<file path="src/verilog/fpg_pkg.sv">
// Shared constants, register map and carrier types for the fault supervisor
package fpg_pkg;

  // Data widths
  localparam int VW = 16;
  localparam int TW = 12;
  localparam int STAT_W = 10;

  // Register byte offsets
  localparam logic [7:0] OFS_CTRL = 8'h00;
  localparam logic [7:0] OFS_RESP = 8'h04;
  localparam logic [7:0] OFS_OV_WARN = 8'h08;
  localparam logic [7:0] OFS_UV_WARN = 8'h0C;
  localparam logic [7:0] OFS_OV_FAULT = 8'h10;
  localparam logic [7:0] OFS_UV_FAULT = 8'h14;
  localparam logic [7:0] OFS_OT_FAULT = 8'h18;
  localparam logic [7:0] OFS_OT_WARN = 8'h1C;
  localparam logic [7:0] OFS_SCALE = 8'h20;
  localparam logic [7:0] OFS_TRIM = 8'h24;
  localparam logic [7:0] OFS_MASK = 8'h28;
  localparam logic [7:0] OFS_STATUS = 8'h2C;
  localparam logic [7:0] OFS_STATE = 8'h30;
  localparam logic [7:0] OFS_TON_RISE = 8'h34;

  // Field positions
  localparam int CTRL_CLEAR = 0;
  localparam int CTRL_OV_SEL = 1;
  localparam int RESP_OT = 0;
  localparam int RESP_OC = 2;
  localparam int RESP_OV = 4;
  localparam int RESP_UV = 6;

  // Response codes
  localparam logic [1:0] RESP_LATCH = 2'h0;
  localparam logic [1:0] RESP_RESTART = 2'h1;
  localparam logic [1:0] RESP_IGNORE = 2'h2;

  // Status bit positions
  localparam int ST_EXT_OTF = 0;
  localparam int ST_EXT_OTW = 1;
  localparam int ST_INT_OTF = 2;
  localparam int ST_LS_OCF = 3;
  localparam int ST_HS_OCF = 4;
  localparam int ST_OVF = 5;
  localparam int ST_OVW = 6;
  localparam int ST_UVF = 7;
  localparam int ST_UVW = 8;
  localparam int ST_LS_OCW = 9;

  // Values after reset, and hysteresis base
  localparam logic [7:0] RESP_RST = 8'h55;
  localparam logic [VW-1:0] OV_WARN_RST = 16'hC000;
  localparam logic [VW-1:0] UV_WARN_RST = 16'h4000;
  localparam logic [VW-1:0] OV_FAULT_RST = 16'hE000;
  localparam logic [VW-1:0] UV_FAULT_RST = 16'h2000;
  localparam logic [TW-1:0] OT_FAULT_RST = 12'h07D;
  localparam logic [TW-1:0] OT_WARN_RST = 12'h064;
  localparam logic [15:0] TON_RISE_RST = 16'h0BB8;
  localparam logic [VW-1:0] HYST_BASE = 16'h0040;

  // Timing: cooling margin in degrees (one per LSB), hiccup in rise times
  localparam logic [TW-1:0] OT_COOL_DEG = 12'h014;
  localparam int OC_TRIP_COUNT = 3;
  localparam int HICCUP_RISES = 7;
  localparam int CLK_PERIOD_NS = 4;
  localparam int NS_PER_US = 1000;
  localparam int CYC_PER_US = NS_PER_US / CLK_PERIOD_NS;

  // Digitised sense values from the converter front end
  typedef struct packed {
    logic [VW-1:0] vout;
    logic [TW-1:0] temp;
  } fpg_sense_t;

  // Per switching cycle overcurrent report
  typedef struct packed {
    logic cycle_end;
    logic hs_oc;
    logic ls_oc;
    logic ls_oc_warn;
  } fpg_cycle_t;

endpackage

</file>
<file path="src/verilog/fpg_supervisor.sv">
// Fault response, power-good and alert logic of a buck converter controller
// How it works
// - Release power-good only inside window after start-up
// - Window bounded by programmable OV/UV warn limits
// - Hysteresis doubles each time loop scale halves
// - Any active fault pulls power-good low, except external OT or overcurrent set to ignore
// - External OT response: latch, restart, or ignore
// - External OT restart only after 20 degrees cooling
// - Die over-temperature always stops, restarts when cool
// - Overcurrent latch-off after three counts, FETs off
// - Overcurrent restart after seven rise-time hiccup
// - HS overcurrent ignore keeps peak limit, trim field
// - LS overcurrent ignore keeps PWM, power-good high
// - OV: high side off, low side per select
// - OV restart discharges, waits seven rises, PG low
// - Warnings and ignored OV keep PWM running
// - All conditions but UV fault active in rise, alert maskable
// - Three consecutive overcurrent cycles invoke response
// - Hiccup waits seven rises then soft-starts again
// - UV fault latch or restart, both FETs off
//
// Added by the designer: the APB interface to the registers and the register addresses.
`timescale 1ns/10ps
`default_nettype none
module fpg_supervisor #(
  parameter int AW = 8
) (
  input wire logic clk,
  input wire logic reset_n,
  input wire logic psel,
  input wire logic penable,
  input wire logic pwrite,
  input wire logic [AW-1:0] paddr,
  input wire logic [31:0] pwdata,
  output logic [31:0] prdata,
  output logic pready,
  output logic pslverr,
  input wire fpg_pkg::fpg_sense_t sense,
  input wire fpg_pkg::fpg_cycle_t cycle,
  input wire logic soft_start_done,
  input wire logic die_over_temp,
  input wire logic converter_on_off_control,
  output logic hs_fet_enable,
  output logic ls_fet_enable,
  output logic ls_force_on,
  output logic soft_start_run,
  output logic [1:0] high_side_current_limit_trim,
  output logic power_good_out_o,
  output logic power_good_out_oe,
  output logic smbalert_o,
  output logic smbalert_oe
);

  typedef enum logic [2:0] {S_OFF, S_RISE, S_RUN, S_HICCUP, S_COOL, S_LATCH} fpg_state_t;

  localparam int VW = fpg_pkg::VW;
  localparam int TW = fpg_pkg::TW;
  localparam int SW = fpg_pkg::STAT_W;

  //////////////////////////////////////////////////////////////////////////////
  // Pin synchronisation

  logic [1:0] pins_s;
  logic die_ot;
  logic on_ctrl;

  fpg_sync3 #(.W(2)) u_sync (
    .clk(clk),
    .reset_n(reset_n),
    .din({die_over_temp, converter_on_off_control}),
    .dout(pins_s)
  );

  assign die_ot = pins_s[1];
  assign on_ctrl = pins_s[0];

  //////////////////////////////////////////////////////////////////////////////
  // APB register file

  logic ov_sel_reg, ov_sel_next;
  logic [7:0] resp_reg, resp_next;
  logic [VW-1:0] ov_warn_reg, ov_warn_next, uv_warn_reg, uv_warn_next;
  logic [VW-1:0] ov_fault_reg, ov_fault_next, uv_fault_reg, uv_fault_next;
  logic [TW-1:0] ot_fault_reg, ot_fault_next, ot_warn_reg, ot_warn_next;
  logic [1:0] scale_reg, scale_next, trim_reg, trim_next;
  logic [SW-1:0] mask_reg, mask_next, status_reg, status_next, cond;
  logic [15:0] ton_rise_reg, ton_rise_next;
  logic [31:0] prdata_reg, prdata_next;
  logic clear_pulse;
  logic wr_en;
  logic mapped;
  fpg_state_t state_reg, state_next;
  logic pg_win_reg, pg_win_next, pg_pull_reg, pg_pull_next;

  assign wr_en = psel && penable && pwrite;
  assign pready = 1'b1;
  assign pslverr = psel && penable && !mapped;
  assign prdata = prdata_reg;

  always_comb
  begin
    ov_sel_next = ov_sel_reg;
    resp_next = resp_reg;
    ov_warn_next = ov_warn_reg;
    uv_warn_next = uv_warn_reg;
    ov_fault_next = ov_fault_reg;
    uv_fault_next = uv_fault_reg;
    ot_fault_next = ot_fault_reg;
    ot_warn_next = ot_warn_reg;
    scale_next = scale_reg;
    trim_next = trim_reg;
    mask_next = mask_reg;
    ton_rise_next = ton_rise_reg;
    clear_pulse = 1'b0;
    prdata_next = prdata_reg;
    mapped = 1'b1;
    status_next = status_reg;
    if (wr_en && paddr == AW'(fpg_pkg::OFS_STATUS))
      status_next = status_reg & ~pwdata[SW-1:0];
    status_next = status_next | cond;
    case (paddr)
      AW'(fpg_pkg::OFS_CTRL):
      begin
        prdata_next = {30'h0, ov_sel_reg, 1'b0};
        if (wr_en)
        begin
          ov_sel_next = pwdata[fpg_pkg::CTRL_OV_SEL];
          clear_pulse = pwdata[fpg_pkg::CTRL_CLEAR];
        end
      end
      AW'(fpg_pkg::OFS_RESP):
      begin
        prdata_next = {24'h0, resp_reg};
        if (wr_en)
          resp_next = pwdata[7:0];
      end
      AW'(fpg_pkg::OFS_OV_WARN):
      begin
        prdata_next = {16'h0, ov_warn_reg};
        if (wr_en)
          ov_warn_next = pwdata[VW-1:0];
      end
      AW'(fpg_pkg::OFS_UV_WARN):
      begin
        prdata_next = {16'h0, uv_warn_reg};
        if (wr_en)
          uv_warn_next = pwdata[VW-1:0];
      end
      AW'(fpg_pkg::OFS_OV_FAULT):
      begin
        prdata_next = {16'h0, ov_fault_reg};
        if (wr_en)
          ov_fault_next = pwdata[VW-1:0];
      end
      AW'(fpg_pkg::OFS_UV_FAULT):
      begin
        prdata_next = {16'h0, uv_fault_reg};
        if (wr_en)
          uv_fault_next = pwdata[VW-1:0];
      end
      AW'(fpg_pkg::OFS_OT_FAULT):
      begin
        prdata_next = {20'h0, ot_fault_reg};
        if (wr_en)
          ot_fault_next = pwdata[TW-1:0];
      end
      AW'(fpg_pkg::OFS_OT_WARN):
      begin
        prdata_next = {20'h0, ot_warn_reg};
        if (wr_en)
          ot_warn_next = pwdata[TW-1:0];
      end
      AW'(fpg_pkg::OFS_SCALE):
      begin
        prdata_next = {30'h0, scale_reg};
        if (wr_en)
          scale_next = pwdata[1:0];
      end
      AW'(fpg_pkg::OFS_TRIM):
      begin
        prdata_next = {30'h0, trim_reg};
        if (wr_en)
          trim_next = pwdata[1:0];
      end
      AW'(fpg_pkg::OFS_MASK):
      begin
        prdata_next = {22'h0, mask_reg};
        if (wr_en)
          mask_next = pwdata[SW-1:0];
      end
      AW'(fpg_pkg::OFS_STATUS):
        prdata_next = {22'h0, status_reg};
      AW'(fpg_pkg::OFS_STATE):
        prdata_next = {24'h0, pg_pull_reg, pg_win_reg, ls_force_on, 2'h0, state_reg};
      AW'(fpg_pkg::OFS_TON_RISE):
      begin
        prdata_next = {16'h0, ton_rise_reg};
        if (wr_en)
          ton_rise_next = pwdata[15:0];
      end
      default:
      begin
        prdata_next = 32'h0000_0000;
        mapped = 1'b0;
      end
    endcase
    // Read data is captured in setup so it is stable through access
    if (!(psel && !penable))
      prdata_next = prdata_reg;
  end

  always_ff @(posedge clk or negedge reset_n)
  begin
    if (!reset_n)
    begin
      ov_sel_reg <= 1'b0;
      resp_reg <= fpg_pkg::RESP_RST;
      ov_warn_reg <= fpg_pkg::OV_WARN_RST;
      uv_warn_reg <= fpg_pkg::UV_WARN_RST;
      ov_fault_reg <= fpg_pkg::OV_FAULT_RST;
      uv_fault_reg <= fpg_pkg::UV_FAULT_RST;
      ot_fault_reg <= fpg_pkg::OT_FAULT_RST;
      ot_warn_reg <= fpg_pkg::OT_WARN_RST;
      scale_reg <= 2'h0;
      trim_reg <= 2'h0;
      mask_reg <= '0;
      status_reg <= '0;
      ton_rise_reg <= fpg_pkg::TON_RISE_RST;
      prdata_reg <= 32'h0000_0000;
    end
    else
    begin
      ov_sel_reg <= ov_sel_next;
      resp_reg <= resp_next;
      ov_warn_reg <= ov_warn_next;
      uv_warn_reg <= uv_warn_next;
      ov_fault_reg <= ov_fault_next;
      uv_fault_reg <= uv_fault_next;
      ot_fault_reg <= ot_fault_next;
      ot_warn_reg <= ot_warn_next;
      scale_reg <= scale_next;
      trim_reg <= trim_next;
      mask_reg <= mask_next;
      status_reg <= status_next;
      ton_rise_reg <= ton_rise_next;
      prdata_reg <= prdata_next;
    end
  end

  //////////////////////////////////////////////////////////////////////////////
  // Condition detection

  logic [1:0] r_ot, r_oc, r_ov, r_uv;
  logic ext_otf, ext_otw, ovf, overvoltage_warn_level, uvf, undervoltage_warn_level, cool_ok, oc_hit, oc_trip;
  logic [1:0] oc_cnt_reg, oc_cnt_next;
  logic [VW+1:0] hyst, win_hi, win_lo, vx;

  assign r_ot = resp_reg[fpg_pkg::RESP_OT +: 2];
  assign r_oc = resp_reg[fpg_pkg::RESP_OC +: 2];
  assign r_ov = resp_reg[fpg_pkg::RESP_OV +: 2];
  assign r_uv = resp_reg[fpg_pkg::RESP_UV +: 2];
  assign ext_otf = sense.temp >= ot_fault_reg;
  assign ext_otw = sense.temp >= ot_warn_reg;
  assign cool_ok = ({1'b0, sense.temp} + {1'b0, fpg_pkg::OT_COOL_DEG}) <= {1'b0, ot_fault_reg};
  assign ovf = sense.vout > ov_fault_reg;
  assign overvoltage_warn_level = sense.vout > ov_warn_reg;
  assign undervoltage_warn_level = sense.vout < uv_warn_reg;
  // Undervoltage fault is only judged once soft-start is over
  assign uvf = (sense.vout < uv_fault_reg) && state_reg == S_RUN;
  assign oc_hit = cycle.cycle_end && (cycle.hs_oc || cycle.ls_oc);
  assign oc_trip = oc_hit && oc_cnt_reg == 2'(fpg_pkg::OC_TRIP_COUNT - 1);

  always_comb
  begin
    cond = '0;
    cond[fpg_pkg::ST_EXT_OTF] = ext_otf;
    cond[fpg_pkg::ST_EXT_OTW] = ext_otw;
    cond[fpg_pkg::ST_INT_OTF] = die_ot;
    cond[fpg_pkg::ST_LS_OCF] = oc_trip && cycle.ls_oc;
    cond[fpg_pkg::ST_HS_OCF] = oc_trip && cycle.hs_oc;
    cond[fpg_pkg::ST_OVF] = ovf;
    cond[fpg_pkg::ST_OVW] = overvoltage_warn_level;
    cond[fpg_pkg::ST_UVF] = uvf;
    cond[fpg_pkg::ST_UVW] = undervoltage_warn_level;
    cond[fpg_pkg::ST_LS_OCW] = cycle.cycle_end && cycle.ls_oc_warn;
    oc_cnt_next = oc_cnt_reg;
    if (cycle.cycle_end)
      oc_cnt_next = (oc_hit && !oc_trip) ? oc_cnt_reg + 2'h1 : 2'h0;
  end

  //////////////////////////////////////////////////////////////////////////////
  // Sequencing state machine

  logic ls_hold_reg, ls_hold_next, hold_till_uv_reg, hold_till_uv_next;
  logic cool_ext_reg, cool_ext_next;
  logic [31:0] hic_cnt_reg, hic_cnt_next, hic_len;
  logic stop_ext, stop_ov, stop_oc, stop_uv;

  assign hic_len = 32'(fpg_pkg::HICCUP_RISES * fpg_pkg::CYC_PER_US) * {16'h0, ton_rise_reg};
  assign stop_ext = ext_otf && r_ot != fpg_pkg::RESP_IGNORE;
  assign stop_ov = ovf && r_ov != fpg_pkg::RESP_IGNORE;
  assign stop_oc = oc_trip && r_oc != fpg_pkg::RESP_IGNORE;
  assign stop_uv = uvf && r_uv != fpg_pkg::RESP_IGNORE;

  always_comb
  begin
    state_next = state_reg;
    ls_hold_next = ls_hold_reg;
    hold_till_uv_next = hold_till_uv_reg;
    cool_ext_next = cool_ext_reg;
    hic_cnt_next = 32'h0000_0000;
    // low side released once at UV limit
    if (ls_hold_reg && hold_till_uv_reg && sense.vout < uv_fault_reg)
      ls_hold_next = 1'b0;
    case (state_reg)
      S_OFF:
        if (on_ctrl)
          state_next = S_RISE;
      S_RISE, S_RUN:
      begin
        if (state_reg == S_RISE && soft_start_done)
          state_next = S_RUN;
        if (die_ot)
        begin
          state_next = S_COOL;
          cool_ext_next = 1'b0;
        end
        else if (stop_ext)
        begin
          state_next = r_ot == fpg_pkg::RESP_LATCH ? S_LATCH : S_COOL;
          cool_ext_next = 1'b1;
        end
        else if (stop_ov)
        begin
          state_next = r_ov == fpg_pkg::RESP_LATCH ? S_LATCH : S_HICCUP;
          ls_hold_next = 1'b1;
          hold_till_uv_next = ov_sel_reg;
        end
        else if (stop_oc)
          state_next = r_oc == fpg_pkg::RESP_LATCH ? S_LATCH : S_HICCUP;
        else if (stop_uv)
          state_next = r_uv == fpg_pkg::RESP_LATCH ? S_LATCH : S_HICCUP;
      end
      S_HICCUP:
      begin
        hic_cnt_next = hic_cnt_reg;
        if (!(ls_hold_reg && hold_till_uv_reg))
          hic_cnt_next = hic_cnt_reg + 32'h0000_0001;
        if (hic_cnt_reg >= hic_len)
        begin
          state_next = S_RISE;
          ls_hold_next = 1'b0;
        end
      end
      S_COOL:
        if (!die_ot && (!cool_ext_reg || cool_ok))
          state_next = S_RISE;
      // only clear or control toggle leaves
      S_LATCH:
        if (clear_pulse)
          state_next = S_OFF;
      default:
        state_next = S_OFF;
    endcase
    if (!on_ctrl)
      state_next = S_OFF;
    if (state_next == S_OFF)
      ls_hold_next = 1'b0;
  end

  //////////////////////////////////////////////////////////////////////////////
  // Power-good window and pull-down

  always_comb
  begin
    // hysteresis grows as loop scale shrinks
    hyst = (VW + 2)'({2'h0, fpg_pkg::HYST_BASE} << scale_reg);
    vx = {2'h0, sense.vout};
    win_hi = {2'h0, ov_warn_reg} - hyst;
    win_lo = {2'h0, uv_warn_reg} + hyst;
    pg_win_next = pg_win_reg;
    if (pg_win_reg && (overvoltage_warn_level || undervoltage_warn_level))
      pg_win_next = 1'b0;
    else if (!pg_win_reg && !win_hi[VW+1] && vx <= win_hi && vx >= win_lo)
      pg_win_next = 1'b1;
    // low outside window or before start-up ends
    pg_pull_next = state_reg != S_RUN || !pg_win_reg;
    if (die_ot || ovf || uvf || overvoltage_warn_level || undervoltage_warn_level || stop_oc)
      pg_pull_next = 1'b1;
    if ((ext_otf || ext_otw) && r_ot != fpg_pkg::RESP_IGNORE)
      pg_pull_next = 1'b1;
    if (cycle.ls_oc_warn && r_oc != fpg_pkg::RESP_IGNORE)
      pg_pull_next = 1'b1;
  end

  always_ff @(posedge clk or negedge reset_n)
  begin
    if (!reset_n)
    begin
      state_reg <= S_OFF;
      ls_hold_reg <= 1'b0;
      hold_till_uv_reg <= 1'b0;
      cool_ext_reg <= 1'b0;
      hic_cnt_reg <= 32'h0000_0000;
      oc_cnt_reg <= 2'h0;
      pg_win_reg <= 1'b0;
      pg_pull_reg <= 1'b1;
    end
    else
    begin
      state_reg <= state_next;
      ls_hold_reg <= ls_hold_next;
      hold_till_uv_reg <= hold_till_uv_next;
      cool_ext_reg <= cool_ext_next;
      hic_cnt_reg <= hic_cnt_next;
      oc_cnt_reg <= oc_cnt_next;
      pg_win_reg <= pg_win_next;
      pg_pull_reg <= pg_pull_next;
    end
  end

  //////////////////////////////////////////////////////////////////////////////
  // Outputs

  assign hs_fet_enable = state_reg == S_RISE || state_reg == S_RUN;
  assign ls_fet_enable = hs_fet_enable;
  assign ls_force_on = ls_hold_reg;
  assign soft_start_run = state_reg == S_RISE;
  assign high_side_current_limit_trim = trim_reg;
  assign power_good_out_o = 1'b0;
  assign power_good_out_oe = pg_pull_reg;
  assign smbalert_o = 1'b0;
  assign smbalert_oe = |(status_reg & ~mask_reg);

endmodule
`default_nettype wire

</file>
<file path="src/verilog/fpg_sync3.sv">
// Three-stage pin synchroniser that accepts a change once stages two and three agree
`timescale 1ns/10ps
`default_nettype none
module fpg_sync3 #(
  parameter int W = 2
) (
  input wire logic clk,
  input wire logic reset_n,
  input wire logic [W-1:0] din,
  output logic [W-1:0] dout
);

  logic [W-1:0] s1_reg;
  logic [W-1:0] s2_reg;
  logic [W-1:0] s3_reg;
  logic [W-1:0] out_reg;
  logic [W-1:0] out_next;

  genvar i;
  generate
    for (i = 0; i < W; i++)
    begin : g_bit
      // Single-cycle glitch past stage two is rejected
      always_comb
      begin
        out_next[i] = (s2_reg[i] == s3_reg[i]) ? s3_reg[i] : out_reg[i];
      end
    end
  endgenerate

  always_ff @(posedge clk or negedge reset_n)
  begin
    if (!reset_n)
    begin
      s1_reg <= '0;
      s2_reg <= '0;
      s3_reg <= '0;
      out_reg <= '0;
    end
    else
    begin
      s1_reg <= din;
      s2_reg <= s1_reg;
      s3_reg <= s2_reg;
      out_reg <= out_next;
    end
  end

  assign dout = out_reg;

endmodule
`default_nettype wire
</file>
<file path="config.mk">
export PLATFORM = sky130hd
export DESIGN_NAME = fpg_supervisor
export DESIGN_NICKNAME = d
export VERILOG_FILES = /design/src/verilog/fpg_pkg.sv /design/src/verilog/fpg_supervisor.sv /design/src/verilog/fpg_sync3.sv
export SDC_FILE = /design/constraint.sdc
export NUM_CORES = 1
export LEC_CHECK = 0
export BUFFER_PORTS_ARGS = -buffer_cell sky130_fd_sc_hd__buf_2
export CAP_MARGIN = 20
export CORE_ASPECT_RATIO = 0.8
export CORE_UTILIZATION = 56
export CTS_CLUSTER_SIZE = 20
export DETAILED_ROUTE_END_ITERATION = 10
export GPL_TIMING_DRIVEN = 0
export PLACE_DENSITY_LB_ADDON = 0.05
export SLEW_MARGIN = 20
export SYNTH_ARGS = -nofsm -noshare
export SYNTH_HDL_FRONTEND = slang
export SYNTH_SLANG_ARGS = --single-unit
export TNS_END_PERCENT = 30
</file>
<file path="constraint.sdc">
create_clock -name clk -period 5.9 [get_ports clk]
set_clock_uncertainty 0.05 [all_clocks]
set_input_delay 0.295 -clock clk [delete_from_list [all_inputs] [get_ports clk]]
set_output_delay 0.295 -clock clk [all_outputs]
set_load 0.005 [all_outputs]
</file>
; Word-level counts from Yosys, hierarchy flattened
; Cells that the tools add are included.
; W data, S select, Z words.
[op_classes]
n_eq_ne = 27
bitwise = 7
order_cmp = 10
n_reduce_logical = 70
n_mux = 37
shifts = 1
addsub = 5
multipliers = 1
[op_table]
columns = op, n
row1 = $pmux W16 S14, 1
row2 = $mux W32, 2
row3 = $eq A8 B6 Y1 const B, 6
row4 = $mux W3, 13
row5 = $add A32 B1 Y32 const B, 1
row6 = $eq A8 B5 Y1 const B, 4
row7 = $ge A32 B27 Y1, 1
row8 = $gt A16 B16 Y1, 2
row9 = $lt A16 B16 Y1, 2
row10 = $logic_and A1 B1 Y1, 26
row11 = $mul A10 B16 Y26 const A, 1
row12 = $reduce_and A2 Y1, 13
row13 = $ge A12 B12 Y1, 2
row14 = $and A10 B10 Y10, 2
row15 = $not A10 Y10, 2
row16 = $add A16 B18 Y18, 1
row17 = $ge A16 B18 Y1, 1
row18 = $le A16 B18 Y1, 1
row19 = $shl A7 B2 Y18 const A, 1
row20 = $sub A16 B18 Y18, 1
row21 = $mux W1, 17
row22 = $eq A8 B4 Y1 const B, 2
row23 = $pmux W3 S5, 1
row24 = $reduce_or A14 Y1, 1
row25 = other kinds (25), 54
[totals]
wordCells = 185
reg_bits = 219
output_inout_bits = 44

; Depth between registers and ports, before layout
; Gate-level depths: netlist of the first run.
[depth]
ltp_word = 12
mapped_depth = 30

; By module
; Synthesis of the first run repeated with hierarchy kept, for this count alone.
[unflattened]
cells_unflattened = 1733
area_unflattened_um2 = 16858.7
[modules_own_cells]
columns = module, cells_each, instances, seq_area_each_um2, area_each_um2
row1 = fpg_supervisor, 1723, 1, 4914.7, 16636.0
row2 = fpg_sync3, 10, 1, 200.2, 222.7

; Worst setup path before layout of the first run
; Ideal clock, no wire load.
[synth_timing]
path_kind = reg2reg
from = reg ton_rise_reg[8]
to = reg ls_hold_reg (netlist: ls_force_on)
n_path_buf = 0
path_slack_ps = -509
stages_incl_launch_ff = 27
arrival_ps = 6235
setup_time_ps = 124
path_cell_list = dfstp_2 -> ha_1 -> fa_1 -> fa_1 -> fa_1 -> inv_1 -> fa_1 -> inv_1 -> ha_1 -> a21o_1 -> a21oi_1 -> nor2b_1 -> or4_1 -> nor2_1 -> a21oi_1 -> o21ai_1 -> nand2_1 -> xnor2_1 -> ha_1 -> nand4_1 -> a211oi_1 -> o21ai_0 -> a31oi_1 -> o31ai_1 -> and3_1 -> a41o_1 -> o31a_1
[synth_via]
elab_chain_cells = 7
word_cells_on_any_way = 9
[synth_lines]
columns = element, line_no
row1 = "start, declared", fpg_supervisor.sv:87  ; logic [15:0] ton_rise_reg, ton_rise_next;
row2 = "start signal, assigned", fpg_supervisor.sv:228  ; ton_rise_reg <= fpg_pkg::TON_RISE_RST;
row3 = "start signal, assigned", fpg_supervisor.sv:245  ; ton_rise_reg <= ton_rise_next;
row4 = $mul A10 B16 Y26, fpg_supervisor.sv:299  ; assign hic_len = 32'(fpg_pkg::HICCUP_RISES * fpg_pkg::CYC_PER_US) * {16'h0, ton_rise_reg};
row5 = $ge A32 B27 Y1, fpg_supervisor.sv:349  ; if (hic_cnt_reg >= hic_len)
row6 = $mux W3, fpg_supervisor.sv:349
row7 = $pmux W3 S5, fpg_supervisor.sv:315  ; case (state_reg)
row8 = $mux W3, fpg_supervisor.sv:365  ; if (!on_ctrl)
row9 = net state_next[1], fpg_supervisor.sv:92  ; fpg_state_t state_reg, state_next;
row10 = $logic_not A3 Y1, fpg_supervisor.sv:367  ; if (state_next == S_OFF)
row11 = $mux W1, fpg_supervisor.sv:367
row12 = net ls_hold_next, fpg_supervisor.sv:294  ; logic ls_hold_reg, ls_hold_next, hold_till_uv_reg, hold_till_uv_next;
row13 = "end signal, assigned", fpg_supervisor.sv:412  ; ls_hold_reg <= ls_hold_next;
row14 = "end, declared", fpg_supervisor.sv:294
; The timed path passes the listed nets, and every way through them passes these cells.
; A chain may end at the register's enable or synchronous reset.

; Worst setup path in the final report of the first run
; Same ends and word-level chain as after synthesis.

==> results.yml, run 1 <==
logic_synthesis:
  ys_warn_count: 0
  seq_area_frac_synth_pct: 30.21
  synth_fa_ha_area_share_pct: 25.30
  synth_edf_count: 0
  ys_seq_elements: 203
  synth_simple_gate_area_share_pct: 11.30
  netlist_area_um2: 16930
  synth-xor-area-share_pct: 3.673
  netlist_instances: 1739
  synth_top_area_share_pct: 25.87
  synth-main-ff-cell: "dfrtp_1"
  synthTopCellsByArea: "dfrtp_1 (26%), ha_1 (18%), mux2_2 (8.4%)"
  synth_top_area_cell: "dfrtp_1"
  synth_top_family_by_area: "adder cells"
  synth-async-reset-ratio_pct: 100.0
  synthMuxAreaShare_pct: 8.566
  synth.distinct_cells: 78
  synth_compound_area_share_pct: 13.38
  syn_area_per_cell_um2: 9.735
worst_setup_path:
  critPathSlowestCell: "dfstp_2"
  cpPeakStageDelay_ns: 0.56
  r2r_setup_slack_ns: -0.70
  r2r-start: "ton_rise_reg[8]"
  reg2regPathDepth: 29
  r2r-end: "ls_force_on"
  worstPathMaxFanout: 4
  cp.arrival_ns: 6.97
  crit_type: "reg2reg"
  crit_path_start_kind: "flop"
  end_kind: "flop"
  worstPathRequired_ns: 6.28
grt:
  grt.met1_usage_pct: 49.32
  first_global_vias: 12940
  gr-usage-met2_pct: 46.03
  grt_max_degree: 96
  grt_use_total_pct: 31.85
  antenna_found_initial: 1
  grt-busiest-layer: "met1"
  grt_use_met3_pct: 6.578
  overflow: 0
  grt_pass1_wl_um: 75310
floorplanning:
  core_um2: 29500
  die-area_um2: 30940
  die_h_um: 157.5
  row_count: 56
  die_w_um: 196.4
  pin_count: 124
  start_util_pct: 57.39
placement:
  hpwlAfterDp_um: 37940
  port-buffer-count: 82
  placed_area_um2: 18090
  place.gp.congestion: 0.9475
  pre_cts_ws_ns: -1.228
pwr:
  ir_drop_uv: 182.7
  pwr-share-clk_pct: 40.3
  power.leakage_nw: 9.389
  pwr-share-comb_pct: 18.3
  swShare_pct: 29.87
  p_switching_w: 0.001094
  intPower_w: 0.002568
  p_per_area_nw_per_um2: 189.3
  total_power_w: 0.003662
  p_seq_share_pct: 41.3
timing:
  setup_viol: 2
  max_freq_ghz: 0.1516
  worst_slack_ns: -0.6953
  hold_viol: 0
  period_minus_slack_ns: 6.595
  finalCritPeriodShare_pct: 111.8
  relSlewSlack_pct: 17.84
  drv_slew: 0
  worst_slew_pin_slew_ns: 1.222
  rsz0062_at_grt: "true"
layout:
  mostFrequentLayoutCell: "inv_1"
  final.fill_count: 2482
  layout_common_cells: "inv_1 (249), ha_1 (230), dfrtp_1 (168)"
  largest_reg_flops: 32
  stdcell_area_um2: 19350
  area_delta_synth_final_pct: 14.28
  nNetsFinal: 2284
  layout-drive-gt1-share_pct: 20.93
drt:
  vias: 13720
  drt_iter0_markers: 1285
  postRouteAntennaNets: 0
  via_per_inst: 5.905
  dr.pass1.iters: 6
  avgRoutedWirePerCell_um: 20.91
  routed_wl_um: 48580
  drc_errors: 0
run:
  drv_cap: 0
worst_hold_path:
  holdPathStages: 2
  hp-start: "pwdata[13]"
  hp-class: "in2reg"
  worstHoldEndpoint: "ov_warn_reg[13]"
clocking:
  path_clk_slew_ns: 0.06
  clkSinkCount: 203
  cts_buffers: 24
  cts_buffer_depth: 3
  cts_tree: "done"
  root_buffer: "clkbuf_16"
  htreeDepth: 1
  clk_latency_ns: 0.55
run_status:
  violations: "setup timing"
  status: "finished with violations"
## layer usage
layer	part of all wire [%]	wire length, um
met2	42	20260
met3	8.6	4175
met4	1.3	622
met1	48	23520
met5	0	0
## power groups by stage
stage,clock (W),combinational (W),sequential [W]
2_1_floorplan,0,0.000412,0.00151
3_3_place_gp,0,0.000615,0.00154
3_5_place_dp,0,0.000634,0.00154
4_1_cts,0.00149,0.000659,0.00151
5_1_grt,0.00154,0.000747,0.00152
6_report,0.00148,0.000671,0.00151
## kinds of logic after synthesis
family,count (synthesis)
and+or+nand+nor,390
AOI/OAI and AO/OA,319
buffers and inverters,317
adders and majority gates,308
DFF,203
muxes,129
xor gates and xnor gates,71
other,2
## timing repair
item                                    in CTS  in global routing
pin swaps                                   20                  4
hold buffers                                 7                  0
hold endpoints to repair                   104                  0
gates resized for setup                     36                 18
setup buffers                               23                  1
endpoints found under the setup margin       2                  2
## worst max-delay path, delay by kind of cell (launching register included)
kind                     cells  cell delay [ns]
flip-flops                   1             0.56
buffers and inverters        6             0.46
AO/OA/AOI/OAI                9             1.64
AND/OR/NAND/NOR              5             0.87
XOR/XNOR                     2             0.30
adder cells (fa/ha/maj)      7             2.59
## area by class of cell
type / count / area, um2 / share of cell area, %
clock buffers: 33 / 695.7 / 3.596
well taps: 406 / 508.0 / 2.626
plain buffers: 60 / 309.0 / 1.597
diodes: 1 / 2.502 / 0.01293
flip-flops and latches: 203 / 5124 / 26.48
inverters: 257 / 968.4 / 5.005
clock inverters: 11 / 71.32 / 0.3686
multi-input cells: 1236 / 10920 / 56.42
repair buffers: 116 / 753.2 / 3.893
## cell usage after synthesis (6+ instances only)
library cell	number
a2111oi_0	8
a211oi_1	7
a21o_1	33
a21oi_1	68
a221oi_1	26
a222oi_1	9
a22o_1	19
a22oi_1	18
a31oi_1	19
and2_1	6
and3_1	10
buf_1	6
buf_4	20
clkbuf_1	32
dfrtp_1	175
dfstp_2	28
fa_1	58
ha_1	248
inv_1	256
mux2_2	127
nand2_1	101
nand2b_1	13
nand3_1	35
nand3b_1	9
nand4_1	30
nor2_1	106
nor2b_1	17
nor3_1	23
nor4_1	6
o211ai_1	12
o21a_1	12
o21ai_0	44
or2_2	6
or3_1	8
xnor2_1	31
xor2_1	40
## metrics by stage
stage               setup TNS, ns  util, %  std cells  hold slack (ns)
finish                     -1.259    65.59       2323          0.02358
global route               -1.626    65.59       2323          0.03045
CTS                        -1.307    65.26       2321          0.01475
detailed placement         -2.341    61.33       2247           0.1249
global placement           -2.188    61.07       2244           0.2903
floorplan                 -0.2557        -       1756         -0.05059
## how the worst max path moves through the flow
stage,start,to,slack [ns],depth (start not counted)
6_report,ton_rise_reg[8],ls_force_on,-0.70,29
5_1_grt,ton_rise_reg[7],ls_force_on,-0.90,28
4_1_cts,ton_rise_reg[9],ls_force_on,-0.71,24
3_5_place_dp,ton_rise_reg[2],ls_force_on,-1.23,24
3_3_place_gp,ton_rise_reg[2],ls_force_on,-1.15,24
2_1_floorplan,ton_rise_reg[8],ls_force_on,-0.23,28
Power figures use the tool's default switching activity.
==> inputs of run 2 (changes only) <==
BUFFER_PORTS_ARGS = not set   (was -buffer_cell sky130_fd_sc_hd__buf_2)
CORE_UTILIZATION = 59   (was 56)
DONT_BUFFER_PORTS = 1   (was not set)
==> run 2 against run 1 <==
Effect of this change: the run still ends with setup timing left; first-iteration DRC count shrank 16%; cell area shrank 2.9%; setup slack lost 0.042 ns; largest cell class unchanged; largest power group unchanged.
==> results.yml, run 2 (synthesized netlist as in run 1, its figures left out) <==
run_status:
  status: "finished with violations"
  violations: "setup timing"
floorplanning:
  die-area_um2: 29380
  row_count: 55
  core_um2: 28210
  pin_count: 124
  die_h_um: 153.5
  start_util_pct: 60.00
  die_w_um: 191.4
placement:
  place.gp.congestion: 0.9438
  placed_cells: 2127
  port-buffer-count: 0
  placed_area_um2: 17570
  hpwlAfterDp_um: 36700
grt:
  grt_max_degree: 204
  first_global_vias: 12850
  antenna_found_initial: 2
  overflow: 0
  grt_use_total_pct: 32.26
  grt_pass1_wl_um: 72860
drt:
  vias: 13320
  drt_iter0_markers: 1081
  via_per_inst: 6.050
  routed_wl_um: 46840
  avgRoutedWirePerCell_um: 21.27
  drc_errors: 0
  postRouteAntennaNets: 0
  dr.pass1.iters: 7
pwr:
  swShare_pct: 29.05
  power.leakage_nw: 9.021
  p_per_area_nw_per_um2: 187.9
  intPower_w: 0.002504
  pwr-share-comb_pct: 16.9
  p_seq_share_pct: 43.1
  p_switching_w: 0.001025
  pwr-share-clk_pct: 40.0
  ir_drop_uv: 275.9
worst_setup_path:
  crit_path_start_kind: "flop"
  path_buf_inv: 4
  critPathSlowestCell: "fa_1"
  crit_type: "reg2reg"
  worstPathRequired_ns: 6.27
  crit_top_cell: "inv_1"
  crit_family: "adder cells"
  end_kind: "flop"
  cp.arrival_ns: 7.01
  worstPathMaxFanout: 7
  cpPeakStageDelay_ns: 0.54
clocking:
  cts_buffer_depth: 3
  htreeDepth: 1
  root_buffer: "clkbuf_16"
  cts_buffers: 23
  cts_tree: "done"
  path_clk_slew_ns: 0.06
  clkSinkCount: 203
  clk_latency_ns: 0.54
layout:
  largest_reg_flops: 32
  final_cells: 2202
  final.fill_count: 2338
  nNetsFinal: 2200
  mostFrequentLayoutCell: "inv_1"
  stdcell_area_um2: 18790
  layout_common_cells: "inv_1 (251), ha_1 (234), dfrtp_1 (169)"
  layout-drive-gt1-share_pct: 15.73
  area_delta_synth_final_pct: 10.96
timing:
  hold_viol: 0
  worst_slew_pin_slew_ns: 1.134
  finalCritPeriodShare_pct: 112.5
  rsz0062_at_grt: "true"
  max_freq_ghz: 0.1507
  relSlewSlack_pct: 22.46
  setup_viol: 2
  worst_slack_ns: -0.7374
  period_minus_slack_ns: 6.637
  drv_slew: 0
run:
  drv_cap: 0
worst_hold_path:
  hp-class: "in2reg"
==> run 2: cell types whose count changed in the layout (fill, tap and decap cells not counted), sizes merged <==
cell         change
clkinv           -3
dlygate4sd3     +11
clkinvlp         -2
buf             -94
clkbuf           +3
==> run 2: metal layers <==
layer	track usage, %	up-vias	wire (um)
met4	7.370	2	1030
met5	0	-	13
li1	-	6245	-
met3	7.715	73	4447
met1	49.52	6505	22070
met2	45.48	496	19280
==> run 2: area by class of cell <==
cell class / instances / area (um2) / area share [%]
multi-input combinational: 1236 / 10840 / 57.73
antenna: 1 / 2.502 / 0.01332
timing repair buffer: 33 / 345.3 / 1.838
tap: 370 / 462.9 / 2.464
buffer: 60 / 309.0 / 1.645
inverter: 257 / 964.7 / 5.135
clock buffer: 36 / 674.4 / 3.590
clock inverter: 6 / 60.06 / 0.3197
sequential: 203 / 5122 / 27.27
==> run 2: power groups by stage <==
stage / sequential [W] / combinational [W] / clock [W]
floorplan: 0.00151 / 0.000412 / 0
global placement: 0.00154 / 0.000515 / 0
detailed placement: 0.00154 / 0.000528 / 0
CTS: 0.00152 / 0.000588 / 0.00142
global route: 0.00153 / 0.000675 / 0.00148
finish: 0.00152 / 0.000597 / 0.00141
==> run 2: final timing paths <==
check | cells past startpoint | start | slack (ns) | endpoint
worst max-delay path | 26 | ton_rise_reg[2] | -0.74 | ls_force_on
min in group asynchronous | 2 | reset_n | 0.24 | u_sync.dout[1]
worst max register to register | 26 | ton_rise_reg[2] | -0.74 | ls_force_on
worst min-delay path | 4 | cycle[2] | 0.04 | oc_cnt_reg[0]
worst min register to register | 0 | u_sync.s1_reg[0] | 0.31 | u_sync.s2_reg[0]
max in group asynchronous | 3 | reset_n | 4.45 | ton_rise_reg[2]
==> run 2: what timing repair did <==
item,CTS,global route
pin swaps,3,0
buffers inserted,12,0
hold endpoints to repair,266,0
setup endpoints to repair,2,2
resized for setup,23,8
hold buffers,19,0
==> run 2: stage by stage <==
stage	TNS (ns)	hold slack [ns]	utilization [%]	power, W	setup slack (ns)
2_1_floorplan	-0.2557	-0.05059	-	0.001923	-0.2305
5_1_grt	-1.852	0.07158	66.57	0.003680	-1.009
3_3_place_gp	-2.781	-0.04571	62.23	0.002056	-1.446
3_5_place_dp	-2.927	-0.04232	62.27	0.002071	-1.519
6_report	-1.361	0.04200	66.58	0.003529	-0.7374
4_1_cts	-1.324	0.02927	66.31	0.003525	-0.7209
==> run 2: tightest hold or removal path: cells and delay by family <==
| kind | cells | cell delay [ns] |
|---|---|---|
| AO/OA/AOI/OAI | 1 | 0.08 |
| AND/OR/NAND/NOR | 3 | 0.22 |
==> inputs of run 3 (changes only) <==
CORE_UTILIZATION = 63   (was 59)
clock period = 7.6 ns   (was 5.9 ns; I/O delays follow)
==> run 3 against run 2 <==
Effect of this change: the run now ends clean; critical path depth increased by 2; combinational power decreased by 23%; die area decreased by 6.3%; non-clock buffer count decreased by 5; largest power group is now clock.
==> results.yml, run 3 (synthesized netlist as in run 1, its figures left out) <==
worst_hold_path:
  hp-class: "in2reg"
  worstHoldEndpoint: "status_reg[1]"
  hp-start: "pwdata[1]"
  holdPathStages: 2
worst_setup_path:
  cp.arrival_ns: 7.52
  crit_family: "adder cells"
  r2r_setup_slack_ns: 0.44
  crit_type: "reg2reg"
  end_kind: "flop"
  worstPathMaxFanout: 7
  r2r-end: "ls_force_on"
  cpPeakStageDelay_ns: 0.63
  reg2regPathDepth: 28
  worstPathRequired_ns: 7.97
  critPathSlowestCell: "dfstp_2"
  r2r-start: "ton_rise_reg[8]"
  crit_path_start_kind: "flop"
  path_buf_inv: 4
layout:
  final_util_pct: 70.54
  final.fill_count: 2035
  mostFrequentLayoutCell: "inv_1"
  layout-drive-gt1-share_pct: 13.73
  nNetsFinal: 2196
  stdcell_area_um2: 18570
  largest_reg_flops: 32
  area_delta_synth_final_pct: 9.689
  layout_common_cells: "inv_1 (256), ha_1 (248), dfrtp_1 (175)"
grt:
  grt_use_total_pct: 35.10
  overflow: 0
  antenna_found_initial: 1
  first_global_vias: 12940
  grt_max_degree: 204
  grt_pass1_wl_um: 73170
run_status:
  status: "finished, final reports clean"
floorplanning:
  start_util_pct: 64.31
  core_um2: 26330
  die_w_um: 185.3
  die-area_um2: 27540
  pin_count: 124
  row_count: 53
  die_h_um: 148.6
timing:
  drv_slew: 0
  relSlewSlack_pct: 17.53
  worst_slew_pin_slew_ns: 1.227
  period_minus_slack_ns: 7.158
  finalSetupTns_ns: 0
  setup_viol: 0
  max_freq_ghz: 0.1397
  rsz0062_at_grt: "false"
  hold_viol: 0
  worst_slack_ns: 0.4421
  finalCritPeriodShare_pct: 94.18
drt:
  vias: 13650
  routed_wl_um: 47480
  postRouteAntennaNets: 0
  drc_errors: 0
  dr.pass1.iters: 6
  avgRoutedWirePerCell_um: 21.72
  drt_iter0_markers: 1237
  via_per_inst: 6.245
clocking:
  root_buffer: "clkbuf_16"
  clk_latency_ns: 0.54
  cts_buffers: 24
  htreeDepth: 1
  clkSinkCount: 203
  cts_buffer_depth: 3
  path_clk_slew_ns: 0.06
  cts_tree: "done"
pwr:
  power.leakage_nw: 9.061
  ir_drop_uv: 188.9
  p_per_area_nw_per_um2: 152.2
  total_power_w: 0.002826
run:
  drv_cap: 0
placement:
  placed_area_um2: 17460
  pre_cts_ws_ns: 0.1836
  port-buffer-count: 0
  hpwlAfterDp_um: 36910
  place.gp.congestion: 0.9574
==> run 3: cell types whose count changed in the layout (fill, tap and decap cells not counted), sizes merged <==
cell / before / now
clkinvlp: 0 / 2
dlygate4sd3: 18 / 17
clkbuf: 68 / 66
buf: 43 / 39
bufinv: 0 / 2
==> run 3: worst max path at each step <==
stage | endpoint | from | cells past startpoint
after floorplan | ls_force_on | ton_rise_reg[8] | 26
after global placement | ls_force_on | ton_rise_reg[8] | 27
after detailed placement | ls_force_on | ton_rise_reg[9] | 26
after CTS | ls_force_on | ton_rise_reg[5] | 26
after global routing | ls_force_on | ton_rise_reg[8] | 28
final | ls_force_on | ton_rise_reg[8] | 28
==> run 3: power breakdown <==
group	internal (W)	switching [W]	total (W)
combinational	0.000194	0.000267	0.000461
sequential	0.00113	0.0000496	0.00118
clock	0.000696	0.000492	0.00119
total	0.00202	0.000809	0.00283
==> run 3: timing repair <==
item | 4_1_cts | 5_1_grt
resized for setup | 0 | 5
buffers inserted | 0 | 8
hold buffers | 18 | 0
setup endpoints to repair | 0 | 2
endpoints found under the hold margin | 265 | 0
==> run 3: area by class of cell <==
cell class	instances	area (um2)	area share [%]
Clock buffer	34	679.4	3.659
Buffer	60	309.0	1.664
Inverter	257	964.7	5.195
Sequential cell	203	5115	27.54
Antenna cell	1	2.502	0.01348
Clock inverter	10	120.1	0.6468
Multi-Input combinational cell	1236	10640	57.28
Timing Repair Buffer	28	296.5	1.597
Tap cell	357	446.7	2.405
==> run 3: routing by layer <==
metal / track usage (%) / vias to the layer above / part of all wire [%]
li1: - / 6232 / -
met1: 52.35 / 6721 / 45
met2: 49.91 / 616 / 42
met3: 9.647 / 81 / 11
met4: 8.843 / 2 / 2.2
met5: 0 / - / 0.027
==> run 3: stage by stage <==
step | instances | hold slack [ns]
6_report | 2186 | 0.03092
5_1_grt | 2185 | 0.03204
4_1_cts | 2176 | 0.01561
3_5_place_dp | 2114 | 0.04319
3_3_place_gp | 2113 | 0.04100
2_1_floorplan | 1756 | 0.03441
